## config.mk

```make
export PLATFORM = sky130hd
export DESIGN_NAME = dps_switch
export DESIGN_NICKNAME = d
export VERILOG_FILES = /design/src/dps_pkg.sv /design/src/dps_switch.sv
export VERILOG_INCLUDE_DIRS = /design/src /design/src/src
export SDC_FILE = /design/constraint.sdc
export NUM_CORES = 1
export LEC_CHECK = 0
export ABC_AREA = 0
export BUFFER_PORTS_ARGS = -buffer_cell sky130_fd_sc_hd__clkbuf_2
export CELL_PAD_IN_SITES_DETAIL_PLACEMENT = 0
export CELL_PAD_IN_SITES_GLOBAL_PLACEMENT = 1
export CORE_MARGIN = 1.5
export CORE_UTILIZATION = 35
export DETAILED_ROUTE_END_ITERATION = 8
export PLACE_DENSITY = 0.57
export SETUP_SLACK_MARGIN = 0.1
export SLEW_MARGIN = 0
export SYNTH_ARGS = -nofsm -noshare
export SYNTH_HDL_FRONTEND = slang
export SYNTH_SLANG_ARGS = --single-unit
```

## constraint.sdc

```tcl
create_clock -name mclk_in -period 7.8 [get_ports mclk_in]
set_clock_uncertainty 0.15 [all_clocks]
set_input_delay 0.78 -clock mclk_in [delete_from_list [all_inputs] [get_ports mclk_in]]
set_output_delay 0.78 -clock mclk_in [all_outputs]
set_load 0.03 [all_outputs]
```

## src/dps_cfg.svh

```systemverilog
// Constants for the dual-port disk reservation switch
`ifndef DPS_CFG_SVH
`define DPS_CFG_SVH

// Manual selector positions
`define DPS_MODE_AUTO      2'h0
`define DPS_MODE_RES_A     2'h1
`define DPS_MODE_RES_B     2'h2

// Width of the unit-number lines
`define DPS_UNIT_W         4

// Times as printed, each in its own unit
`define DPS_REL_MIN_NS     1000
`define DPS_REL_DROP_US    500
`define DPS_SETUP_NS       200
`define DPS_FORCE_WAIT_US  500
`define DPS_SE_PULSE_MS    15
`define DPS_SE_PULSE_DIV   10
`define DPS_SE_LOW_S       1
`define DPS_TRY_NS         3000

`endif

```

## src/dps_pkg.sv

```systemverilog
// Types for the dual-port disk reservation switch
package dps_pkg;

	// Switch states, Gray coded along idle, try, held, wait
	typedef enum logic [1:0] {
		DPS_IDLE = 2'h0,
		DPS_TRY  = 2'h1,
		DPS_HELD = 2'h3,
		DPS_WAIT = 2'h2
	} dps_state_t;

	// Lines from one controller
	typedef struct packed {
		logic [3:0] unit;
		logic       sel_en;
		logic       release_cmd;
		logic       prio;
	} dps_port_in_t;

	// Lines back to one controller
	typedef struct packed {
		logic selected;
		logic busy_with_partner;
		logic in_use_by_other_port;
		logic seek_end;
	} dps_port_out_t;

endpackage

```

## src/dps_switch.sv

```systemverilog
// Dual-port reservation switch between two disk controllers and one drive
`timescale 1ns/1ps
`include "dps_cfg.svh"
// Notes on behaviour
// Release pulse lasts at least 1.0 us
// Controller drops select enable after normal release
// Port-selected partner: only release command obeyed
// Partner release forces reservation off, drops busy
// Forcing port still selecting then takes drive
// Pulsed forced release sets released port's latch
// Priority forced release sets released port's latch
// Unreserved: live seek end to both ports
// Reserved: partner seek end frozen at start
// Partner attempt: 1.5 ms low seek end later
// Drive seek end low 1 s: same pulse
// Unit lines lead select enable by 200 ns
// Attempt forwarded, cleared without selected answer
// Selected answer: latch port, store unit, relay
// Partner matching stored unit gets in-use status
// Hold variant: dropping select enable releases switch
// Holder's priority blocks partner force and selection
// Priority counts only after a successful selection
// Port-selected partner priority ends holder's selection
// Forcing port forwarded 500 us after release
// Manual selector static positions bypass reservation
// Losing simultaneous attempt waits for winner
// Variant option, timers scaled from clock rate
// Controller inputs double-synchronised, exact ties go to A
module dps_switch #(
	parameter bit PULSED_REL   = 1'b1,
	parameter int CLK_HZ       = 20000000,
	parameter int FORCE_CYC    = `DPS_FORCE_WAIT_US * (CLK_HZ / 1000000),
	parameter int SE_PULSE_CYC = `DPS_SE_PULSE_MS * (CLK_HZ / 1000) / `DPS_SE_PULSE_DIV,
	parameter int SE_LOW_CYC   = `DPS_SE_LOW_S * CLK_HZ
) (
	input  wire logic                      mclk_in,
	input  wire logic                      rst_in,
	input  wire logic [1:0]                mode_in,
	input  wire dps_pkg::dps_port_in_t     port_a_in,
	input  wire dps_pkg::dps_port_in_t     port_b_in,
	output dps_pkg::dps_port_out_t         port_a_out,
	output dps_pkg::dps_port_out_t         port_b_out,
	output logic [`DPS_UNIT_W-1:0]         drv_unit_out,
	output logic                           drv_sel_en_out,
	output logic                           drv_abort_out,
	input  wire logic                      drv_selected_in,
	input  wire logic                      drv_seek_end_in
);

	// Attempt window rounded up; long counts sized from their parameters
	localparam int TRY_CYC = (`DPS_TRY_NS * (CLK_HZ / 1000000) + 999) / 1000;
	localparam int TMR_W   = $clog2(FORCE_CYC + TRY_CYC + 1);
	localparam int SEP_W   = $clog2(SE_PULSE_CYC + 1);
	localparam int LOW_W   = $clog2(SE_LOW_CYC + 1);

	dps_pkg::dps_port_in_t [1:0] raw_in;
	dps_pkg::dps_port_in_t [1:0] meta_reg;
	dps_pkg::dps_port_in_t [1:0] sync_reg;
	dps_pkg::dps_port_in_t [1:0] prev_reg;
	dps_pkg::dps_port_out_t [1:0] out_w;
	dps_pkg::dps_state_t         state_reg;
	logic [1:0]                  sel_en;
	logic [1:0]                  rel_fall;
	logic [1:0]                  prio;
	logic [1:0]                  elig;
	logic [1:0]                  port_sel;
	logic [1:0]                  frl_reg;
	logic [1:0]                  se_out_reg;
	logic [1:0]                  se_out_next;
	logic [`DPS_UNIT_W-1:0]      unit [2];
	logic [`DPS_UNIT_W-1:0]      stored_unit_reg;
	logic                        owner_reg;
	logic                        partner;
	logic                        auto_mode;
	logic                        route_port;
	logic                        forced_req;
	logic                        normal_rel;
	logic                        leave_held;
	logic                        prio_held_reg;
	logic                        se_frz_reg;
	logic                        se_port_reg;
	logic                        pend_reg;
	logic                        low_hit;
	logic [TMR_W-1:0]            tmr_reg;
	logic [SEP_W-1:0]            se_cnt_reg;
	logic [LOW_W-1:0]            low_cnt_reg;

	assign raw_in[0] = port_a_in;
	assign raw_in[1] = port_b_in;
	assign port_a_out = out_w[0];
	assign port_b_out = out_w[1];

	assign auto_mode  = (mode_in == `DPS_MODE_AUTO);
	assign partner    = ~owner_reg;
	// Static positions steer a fixed port straight to the drive
	assign route_port = (mode_in == `DPS_MODE_RES_B) ? 1'b1 :
	                    (mode_in == `DPS_MODE_RES_A) ? 1'b0 : owner_reg;

	// Per-port synchroniser, edge history, latch and status
	for (genvar p = 0; p < 2; p++) begin : g_port
		// Metastable stage only feeds the second stage
		always_ff @(posedge mclk_in or posedge rst_in) begin
			if (rst_in) begin
				meta_reg[p] <= '0;
				sync_reg[p] <= '0;
				prev_reg[p] <= '0;
			end else begin
				meta_reg[p] <= raw_in[p];
				sync_reg[p] <= meta_reg[p];
				prev_reg[p] <= sync_reg[p];
			end
		end

		assign sel_en[p]   = sync_reg[p].sel_en;
		assign unit[p]     = sync_reg[p].unit;
		assign prio[p]     = sync_reg[p].prio;
		// Release takes effect on its trailing edge
		assign rel_fall[p] = prev_reg[p].release_cmd & ~sync_reg[p].release_cmd;
		assign elig[p]     = auto_mode & sel_en[p] & ~frl_reg[p];

		// Partner successfully compared against the stored unit number
		assign port_sel[p] = (state_reg == dps_pkg::DPS_HELD) && (owner_reg != p[0]) && sel_en[p] &&
		                     !frl_reg[p] && (unit[p] == stored_unit_reg);

		// Force-released latch; setting wins over the clearing drop
		always_ff @(posedge mclk_in or posedge rst_in) begin
			if (rst_in) begin
				frl_reg[p] <= 1'b0;
			end else if (forced_req && owner_reg == p[0]) begin
				frl_reg[p] <= 1'b1;
			end else if (!sel_en[p]) begin
				frl_reg[p] <= 1'b0;
			end
		end

		// Relay selected only to the latched port, or to the fixed port in a static position
		assign out_w[p].selected = drv_selected_in &&
		                           (auto_mode ? (state_reg == dps_pkg::DPS_HELD && owner_reg == p[0])
		                                      : (route_port == p[0]));
		assign out_w[p].busy_with_partner    = PULSED_REL & port_sel[p];
		assign out_w[p].in_use_by_other_port = ~PULSED_REL & port_sel[p];
		assign out_w[p].seek_end             = se_out_reg[p];

		// Seek end gating, pulse overrides the frozen partner value
		always_comb begin
			se_out_next[p] = drv_seek_end_in;
			if (PULSED_REL && se_cnt_reg != '0 && se_port_reg == p[0]) begin
				se_out_next[p] = 1'b0;
			end else if (PULSED_REL && state_reg == dps_pkg::DPS_HELD && owner_reg != p[0]) begin
				se_out_next[p] = se_frz_reg;
			end
		end
	end

	// Pulsed: partner release while port-selected; hold: partner priority
	always_comb begin
		forced_req = 1'b0;
		normal_rel = 1'b0;
		if (state_reg == dps_pkg::DPS_HELD && auto_mode) begin
			if (PULSED_REL) begin
				// Other partner lines are ignored while only port-selected
				forced_req = rel_fall[partner] && port_sel[partner];
				normal_rel = rel_fall[owner_reg];
			end else begin
				forced_req = prio[partner] && port_sel[partner] && !prio_held_reg;
				normal_rel = !sel_en[owner_reg] && !prio_held_reg;
			end
		end
	end

	assign leave_held = (state_reg == dps_pkg::DPS_HELD) && (forced_req || normal_rel || !auto_mode);

	// Switch state, owner, stored unit and shared timer
	always_ff @(posedge mclk_in or posedge rst_in) begin
		if (rst_in) begin
			state_reg       <= dps_pkg::DPS_IDLE;
			owner_reg       <= 1'b0;
			stored_unit_reg <= '0;
			tmr_reg         <= '0;
			se_frz_reg      <= 1'b1;
		end else if (!auto_mode) begin
			state_reg <= dps_pkg::DPS_IDLE;
			tmr_reg   <= '0;
		end else begin
			unique case (state_reg)
				dps_pkg::DPS_IDLE: begin
					tmr_reg <= '0;
					// One attempt at a time; A wins an exact tie
					if (elig[0]) begin
						state_reg <= dps_pkg::DPS_TRY;
						owner_reg <= 1'b0;
					end else if (elig[1]) begin
						state_reg <= dps_pkg::DPS_TRY;
						owner_reg <= 1'b1;
					end
				end
				dps_pkg::DPS_TRY: begin
					tmr_reg <= tmr_reg + 1'b1;
					// Only an answer to our own forwarded select counts, not the last holder's
					if (drv_selected_in && drv_sel_en_out) begin
						state_reg       <= dps_pkg::DPS_HELD;
						stored_unit_reg <= unit[owner_reg];
						se_frz_reg      <= drv_seek_end_in;
					end else if (!sel_en[owner_reg] || tmr_reg == TMR_W'(TRY_CYC - 1)) begin
						state_reg <= dps_pkg::DPS_IDLE;
					end
				end
				dps_pkg::DPS_HELD: begin
					tmr_reg <= '0;
					// Pulsed force goes straight to neutral so the forcer may select
					if (forced_req && !PULSED_REL) begin
						state_reg <= dps_pkg::DPS_WAIT;
					end else if (forced_req || normal_rel) begin
						state_reg <= dps_pkg::DPS_IDLE;
					end
				end
				dps_pkg::DPS_WAIT: begin
					// Lets drive functions cease before the forcer is forwarded
					tmr_reg <= tmr_reg + 1'b1;
					if (tmr_reg == TMR_W'(FORCE_CYC - 1)) begin
						state_reg <= dps_pkg::DPS_IDLE;
					end
				end
			endcase
		end
	end

	// Exclusive reservation by the holder, only once it is selected
	always_ff @(posedge mclk_in or posedge rst_in) begin
		if (rst_in) begin
			prio_held_reg <= 1'b0;
		end else if (PULSED_REL || state_reg != dps_pkg::DPS_HELD || !prio[owner_reg]) begin
			prio_held_reg <= 1'b0;
		end else if (drv_selected_in) begin
			prio_held_reg <= 1'b1;
		end
	end

	// Drive-low watch during a reservation, saturating
	always_ff @(posedge mclk_in or posedge rst_in) begin
		if (rst_in) begin
			low_cnt_reg <= '0;
		end else if (state_reg != dps_pkg::DPS_HELD || drv_seek_end_in) begin
			low_cnt_reg <= '0;
		end else if (!low_hit) begin
			low_cnt_reg <= low_cnt_reg + 1'b1;
		end
	end

	assign low_hit = (low_cnt_reg == LOW_W'(SE_LOW_CYC));

	// Remembered partner interest; the clear at release wins over setting
	always_ff @(posedge mclk_in or posedge rst_in) begin
		if (rst_in) begin
			pend_reg <= 1'b0;
		end else if (state_reg == dps_pkg::DPS_HELD && !leave_held && (sel_en[partner] || low_hit)) begin
			pend_reg <= 1'b1;
		end else if (leave_held || state_reg != dps_pkg::DPS_HELD) begin
			pend_reg <= 1'b0;
		end
	end

	// Low-then-high seek end to the former partner
	always_ff @(posedge mclk_in or posedge rst_in) begin
		if (rst_in) begin
			se_cnt_reg  <= '0;
			se_port_reg <= 1'b0;
		end else if (PULSED_REL && leave_held && (pend_reg || sel_en[partner] || low_hit)) begin
			se_cnt_reg  <= SEP_W'(SE_PULSE_CYC);
			se_port_reg <= partner;
		end else if (se_cnt_reg != '0) begin
			se_cnt_reg <= se_cnt_reg - 1'b1;
		end
	end

	// Registered drive and seek-end outputs
	always_ff @(posedge mclk_in or posedge rst_in) begin
		if (rst_in) begin
			drv_unit_out   <= '0;
			drv_sel_en_out <= 1'b0;
			drv_abort_out  <= 1'b0;
			se_out_reg     <= 2'h3;
		end else begin
			drv_unit_out   <= unit[route_port];
			drv_sel_en_out <= auto_mode ? ((state_reg == dps_pkg::DPS_TRY || state_reg == dps_pkg::DPS_HELD)
			                               && sel_en[owner_reg]) : sel_en[route_port];
			drv_abort_out  <= forced_req;
			se_out_reg     <= se_out_next;
		end
	end
endmodule

```

# Yosys cells after proc, flatten, opt, wreduce, memory -nomap -nowiden
# Index checks and enable logic that the tools add are counted.
dict set report word_totals {
  reg_bits 100
  in_bits 20
  wordCells 168
  output_inout_bits 14
}
dict set report classes {
  n_reduce_logical 47
  magnitude_cmp 5
  bitwise_logic 15
  n_addsub 3
  muxes 51
  n_eq_ne 18
}
# cell count
set ops {}
lappend ops {{2-to-1 mux 25 bit} 2}
lappend ops {{2-to-1 mux 1 bit} 31}
lappend ops {{2-to-1 mux 15 bit} 2}
lappend ops {{one-hot mux 14 bit (2 select lines)} 1}
lappend ops {{adder 25 x 1 -> 25 bit, second input constant} 1}
lappend ops {{equality test 25 bit, second input constant} 1}
lappend ops {{2-to-1 mux 4 bit} 6}
lappend ops {{logical AND 1 bit} 22}
lappend ops {{nonzero test 15 bit} 1}
lappend ops {{subtractor 15 x 1 -> 15 bit, second input constant} 1}
lappend ops {{adder 14 x 1 -> 14 bit, second input constant} 1}
lappend ops {{equality test 14 bit, second input constant} 1}
lappend ops {{equality test 14 x 6 -> 1 bit, second input constant} 1}
lappend ops {{2-to-1 mux 14 bit} 1}
lappend ops {{2-to-1 mux 2 bit} 7}
lappend ops {{logical OR 1 bit} 9}
lappend ops {{equality test 4 bit} 2}
lappend ops {{!= test 4 bit, second input constant} 2}
lappend ops {{one-hot mux 2 bit (4 select lines)} 1}
lappend ops {{NOT 1 bit} 7}
lappend ops {{bitwise AND 1 bit} 6}
lappend ops {{equality test 2 bit, second input constant} 3}
lappend ops {{less-than comparator 1 x 2 -> 1 bit, second input constant} 3}
lappend ops {{!= test 2 x 1 -> 1 bit, second input constant} 3}
lappend ops {{12 further kinds} 24}

# Longest topological paths before layout
dict set report logic_depth {
  depth_word 16
  mapped_depth 9
  depth_no_buf 8
}

# Worst setup path after synthesis
# Ideal clock, no wire load.
dict set report synth_timing {
  kind {reg2out}
  startpoint {reg owner_reg}
  endpoint {out port_a_out[2] (netlist bit)}
  setup_slack_ns 5.097
  arrival_ns 1.773
  stages_incl_launch_ff 5
  required_time_ns 6.870
  cell_sequence {dfrtp_1 clkbuf_1 buf_1 nand2_1 nor3_1}
}
# item line_no
set synth_rtl {}
lappend synth_rtl {{start: declaration} dps_switch.sv:72} ;# logic owner_reg;
lappend synth_rtl {{start signal: assignment} dps_switch.sv:177} ;# owner_reg <= 1'b0;
lappend synth_rtl {{start signal: assignment} dps_switch.sv:191} ;# owner_reg <= 1'b0;
lappend synth_rtl {{start signal: assignment} dps_switch.sv:194} ;# owner_reg <= 1'b1;
lappend synth_rtl {{end: declaration} dps_switch.sv:41} ;# output dps_pkg::dps_port_out_t port_a_out,

==> run summary <==
area of the core: 12670 µm²
CP Max Fanout: 10
Worst Tran Pin Value: 1045 ps
leakage: 2.110 nW
# diodes: 0
multi-input logic area: 1959 µm²
Initial DRC Count: 206
Post-synth top flop: dfrtp_1
# IOs: 34
die width: 117.3 µm
critical path arrival: 2070 ps
worst hold path type: reg -> reg
Reg area: 2506 µm²
overall die height: 117.3 µm
max reg flops: 25
total power: 1.182 mW
placed insts: 624
Critical Path Sink Type: output port
Synth top area share: 0.5311
main area contributors after synthesis: dfrtp_1 (53%), nor2_1 (5.1%), xnor2_1 (5.0%), xor2_1 (4.4%), nand2_1 (2.8%)
FMAX: 0.3333 GHz
vias after detailed routing: 3159
CTS tree: done
vias in the first global route: 2989
setup bufs post-CTS: 0
Post-route DRC: 0
Antenna Violating Nets Remaining: 0
Mapped Cells: 433
register area share after synthesis: 0.5483
FF-to-FF setup slack: 4990 ps
Post-Syn Area: 4571 µm²
Max Cap Viol: 0
Tmin final: 3001 ps
Post-synth ARST share: 1.000
TritonRoute pass-1 iters: 4
Max VDD drop: 0.0001562 V
fin area: 5187 µm²
#FFs+latches synth: 100
Post-Layout Cell Count: 640
outcome: complete, no violations
Crit Path Class: reg -> out
initial antenna violation count: 0
synth cell count leaders: dfrtp_1 (97), nor2_1 (62), nand2_1 (34)
grt ovf: 0
Data required, critical path: 6870 ps
Fin Setup TNS: 0 ps
average cell area after synthesis: 10.56 µm²
Num CTS Buffers: 9
first-pass GRT wire length: 14860 µm
share of layout cells above drive strength 1: 0.1346
DR WL/cell: 13.66 µm
endpoints failing hold: 0
wirelength, routed: 8740 µm
Placed Instance Area: 4885 µm²
EDFF count, synth: 0
cts repair resizes: 0
RSZ-0062 raised after global routing: false
Starting Density: 0.3607
final setup violation count: 0
largest net degree at the start of global routing: 55
Final period util: 0.3847
Netlist cell types: 50
clk root buf: clkbuf_16
htree depth: 3
CTS Sinks: 100
GP Congestion: 0.7505
clock slew at reported path FFs: 70 ps
HPWL Detailed: 5976 µm
die area: 13750 µm²
final net count: 491
Power Density: 227.9 nW/µm²
Area growth syn-to-layout: 13.50%
vias per inst: 4.936
Util after Layout: 0.4094
Synth Warn #: 0
Setup crit start kind: flop
Synth area leader: dfrtp_1
Rows: 41
clock buffer depth: 2
# hold bufs at CTS: 0
Worst slew margin: 0.3036
Clock Latency Late Sink: 350 ps
Max Slew Vio Count: 0
Total GRT Usage: 0.1422
most numerous cell in the Yosys netlist: dfrtp_1
I/O Buffers: 29
FILL cells: 1255
-- worst paths after layout --
check                           cells past startpoint           start             end
worst max-delay path                                6    state_reg[1]   port_b_out[2]
worst min-delay path                                0    meta_reg[12]    sync_reg[12]
max in group asynchronous                           3          rst_in  drv_sel_en_out
worst min register to register                      0    meta_reg[12]    sync_reg[12]
min in group asynchronous                           2          rst_in     meta_reg[8]
worst max register to register                      8  low_cnt_reg[0]     se_port_reg
-- per-stage QoR --
stage	worst slack [ps]	hold WS, ps
detailed placement	4860	185.8
global placement	4847	181.3
finish	4799	199.7
floorplan	4256	181.2
global route	4640	205.1
CTS	4759	203.0
-- cells by family (layout without fill, tap and decap cells) --
kind of cell,Yosys count,after routing,share of synthesized area
AO/OA/AOI/OAI,46,46,0.06652
XOR/XNOR,49,49,0.09390
adder cells (fa/ha/maj),8,8,0.02190
buffers and inverters,25,59,0.02382
flip-flops,100,100,0.5483
multiplexers,16,16,0.03641
other,1,2,0.0008205
AND/OR/NAND/NOR,188,188,0.2083
-- cell type report --
type | instances | area share
Clock buffer | 9 | 0.04342
Inverter | 13 | 0.009889
Clock inverter | 7 | 0.01495
Timing Repair Buffer | 30 | 0.02943
Tap cell | 172 | 0.04149
Multi-Input combinational cell | 309 | 0.3777
Sequential cell | 100 | 0.4831
-- worst max-delay path: stages (launching register included) --
cell and delay, ps:
dfrtp_1 380, ha_1 400, inv_1 150, nor2_1 290, nand3_1 120, nor2_1 150
clkbuf_2 230
-- cell usage in the layout (no fill, tap or decap), types with 12 or more instances in the layout --
| cell type | synthesis | routed |
|---|---|---|
| nand2_1 | 34 | 34 |
| xor2_1 | 23 | 23 |
| a21oi_1 | 17 | 17 |
| nand3_1 | 18 | 18 |
| nand4_1 | 14 | 14 |
| dfrtp_1 | 97 | 97 |
| inv_1 | 13 | 12 |
| xnor2_1 | 26 | 26 |
| nor2_1 | 62 | 62 |
| clkbuf_2 | 0 | 29 |
-- metal layers --
layer  share of wire  global-route usage
met3           0.035             0.03913
met5               0                   0
met1            0.48              0.1893
met2            0.47              0.2190
met4           0.015             0.06024
-- power breakdown --
part	leakage, nW	internal, mW	switching, mW	total [mW]
Clock	0.146	0.229	0.218	0.447
Combinational	0.709	0.0584	0.0698	0.128
Sequential	1.26	0.561	0.0466	0.607
Total	2.11	0.848	0.335	1.18
Power figures use the tool's default switching activity.
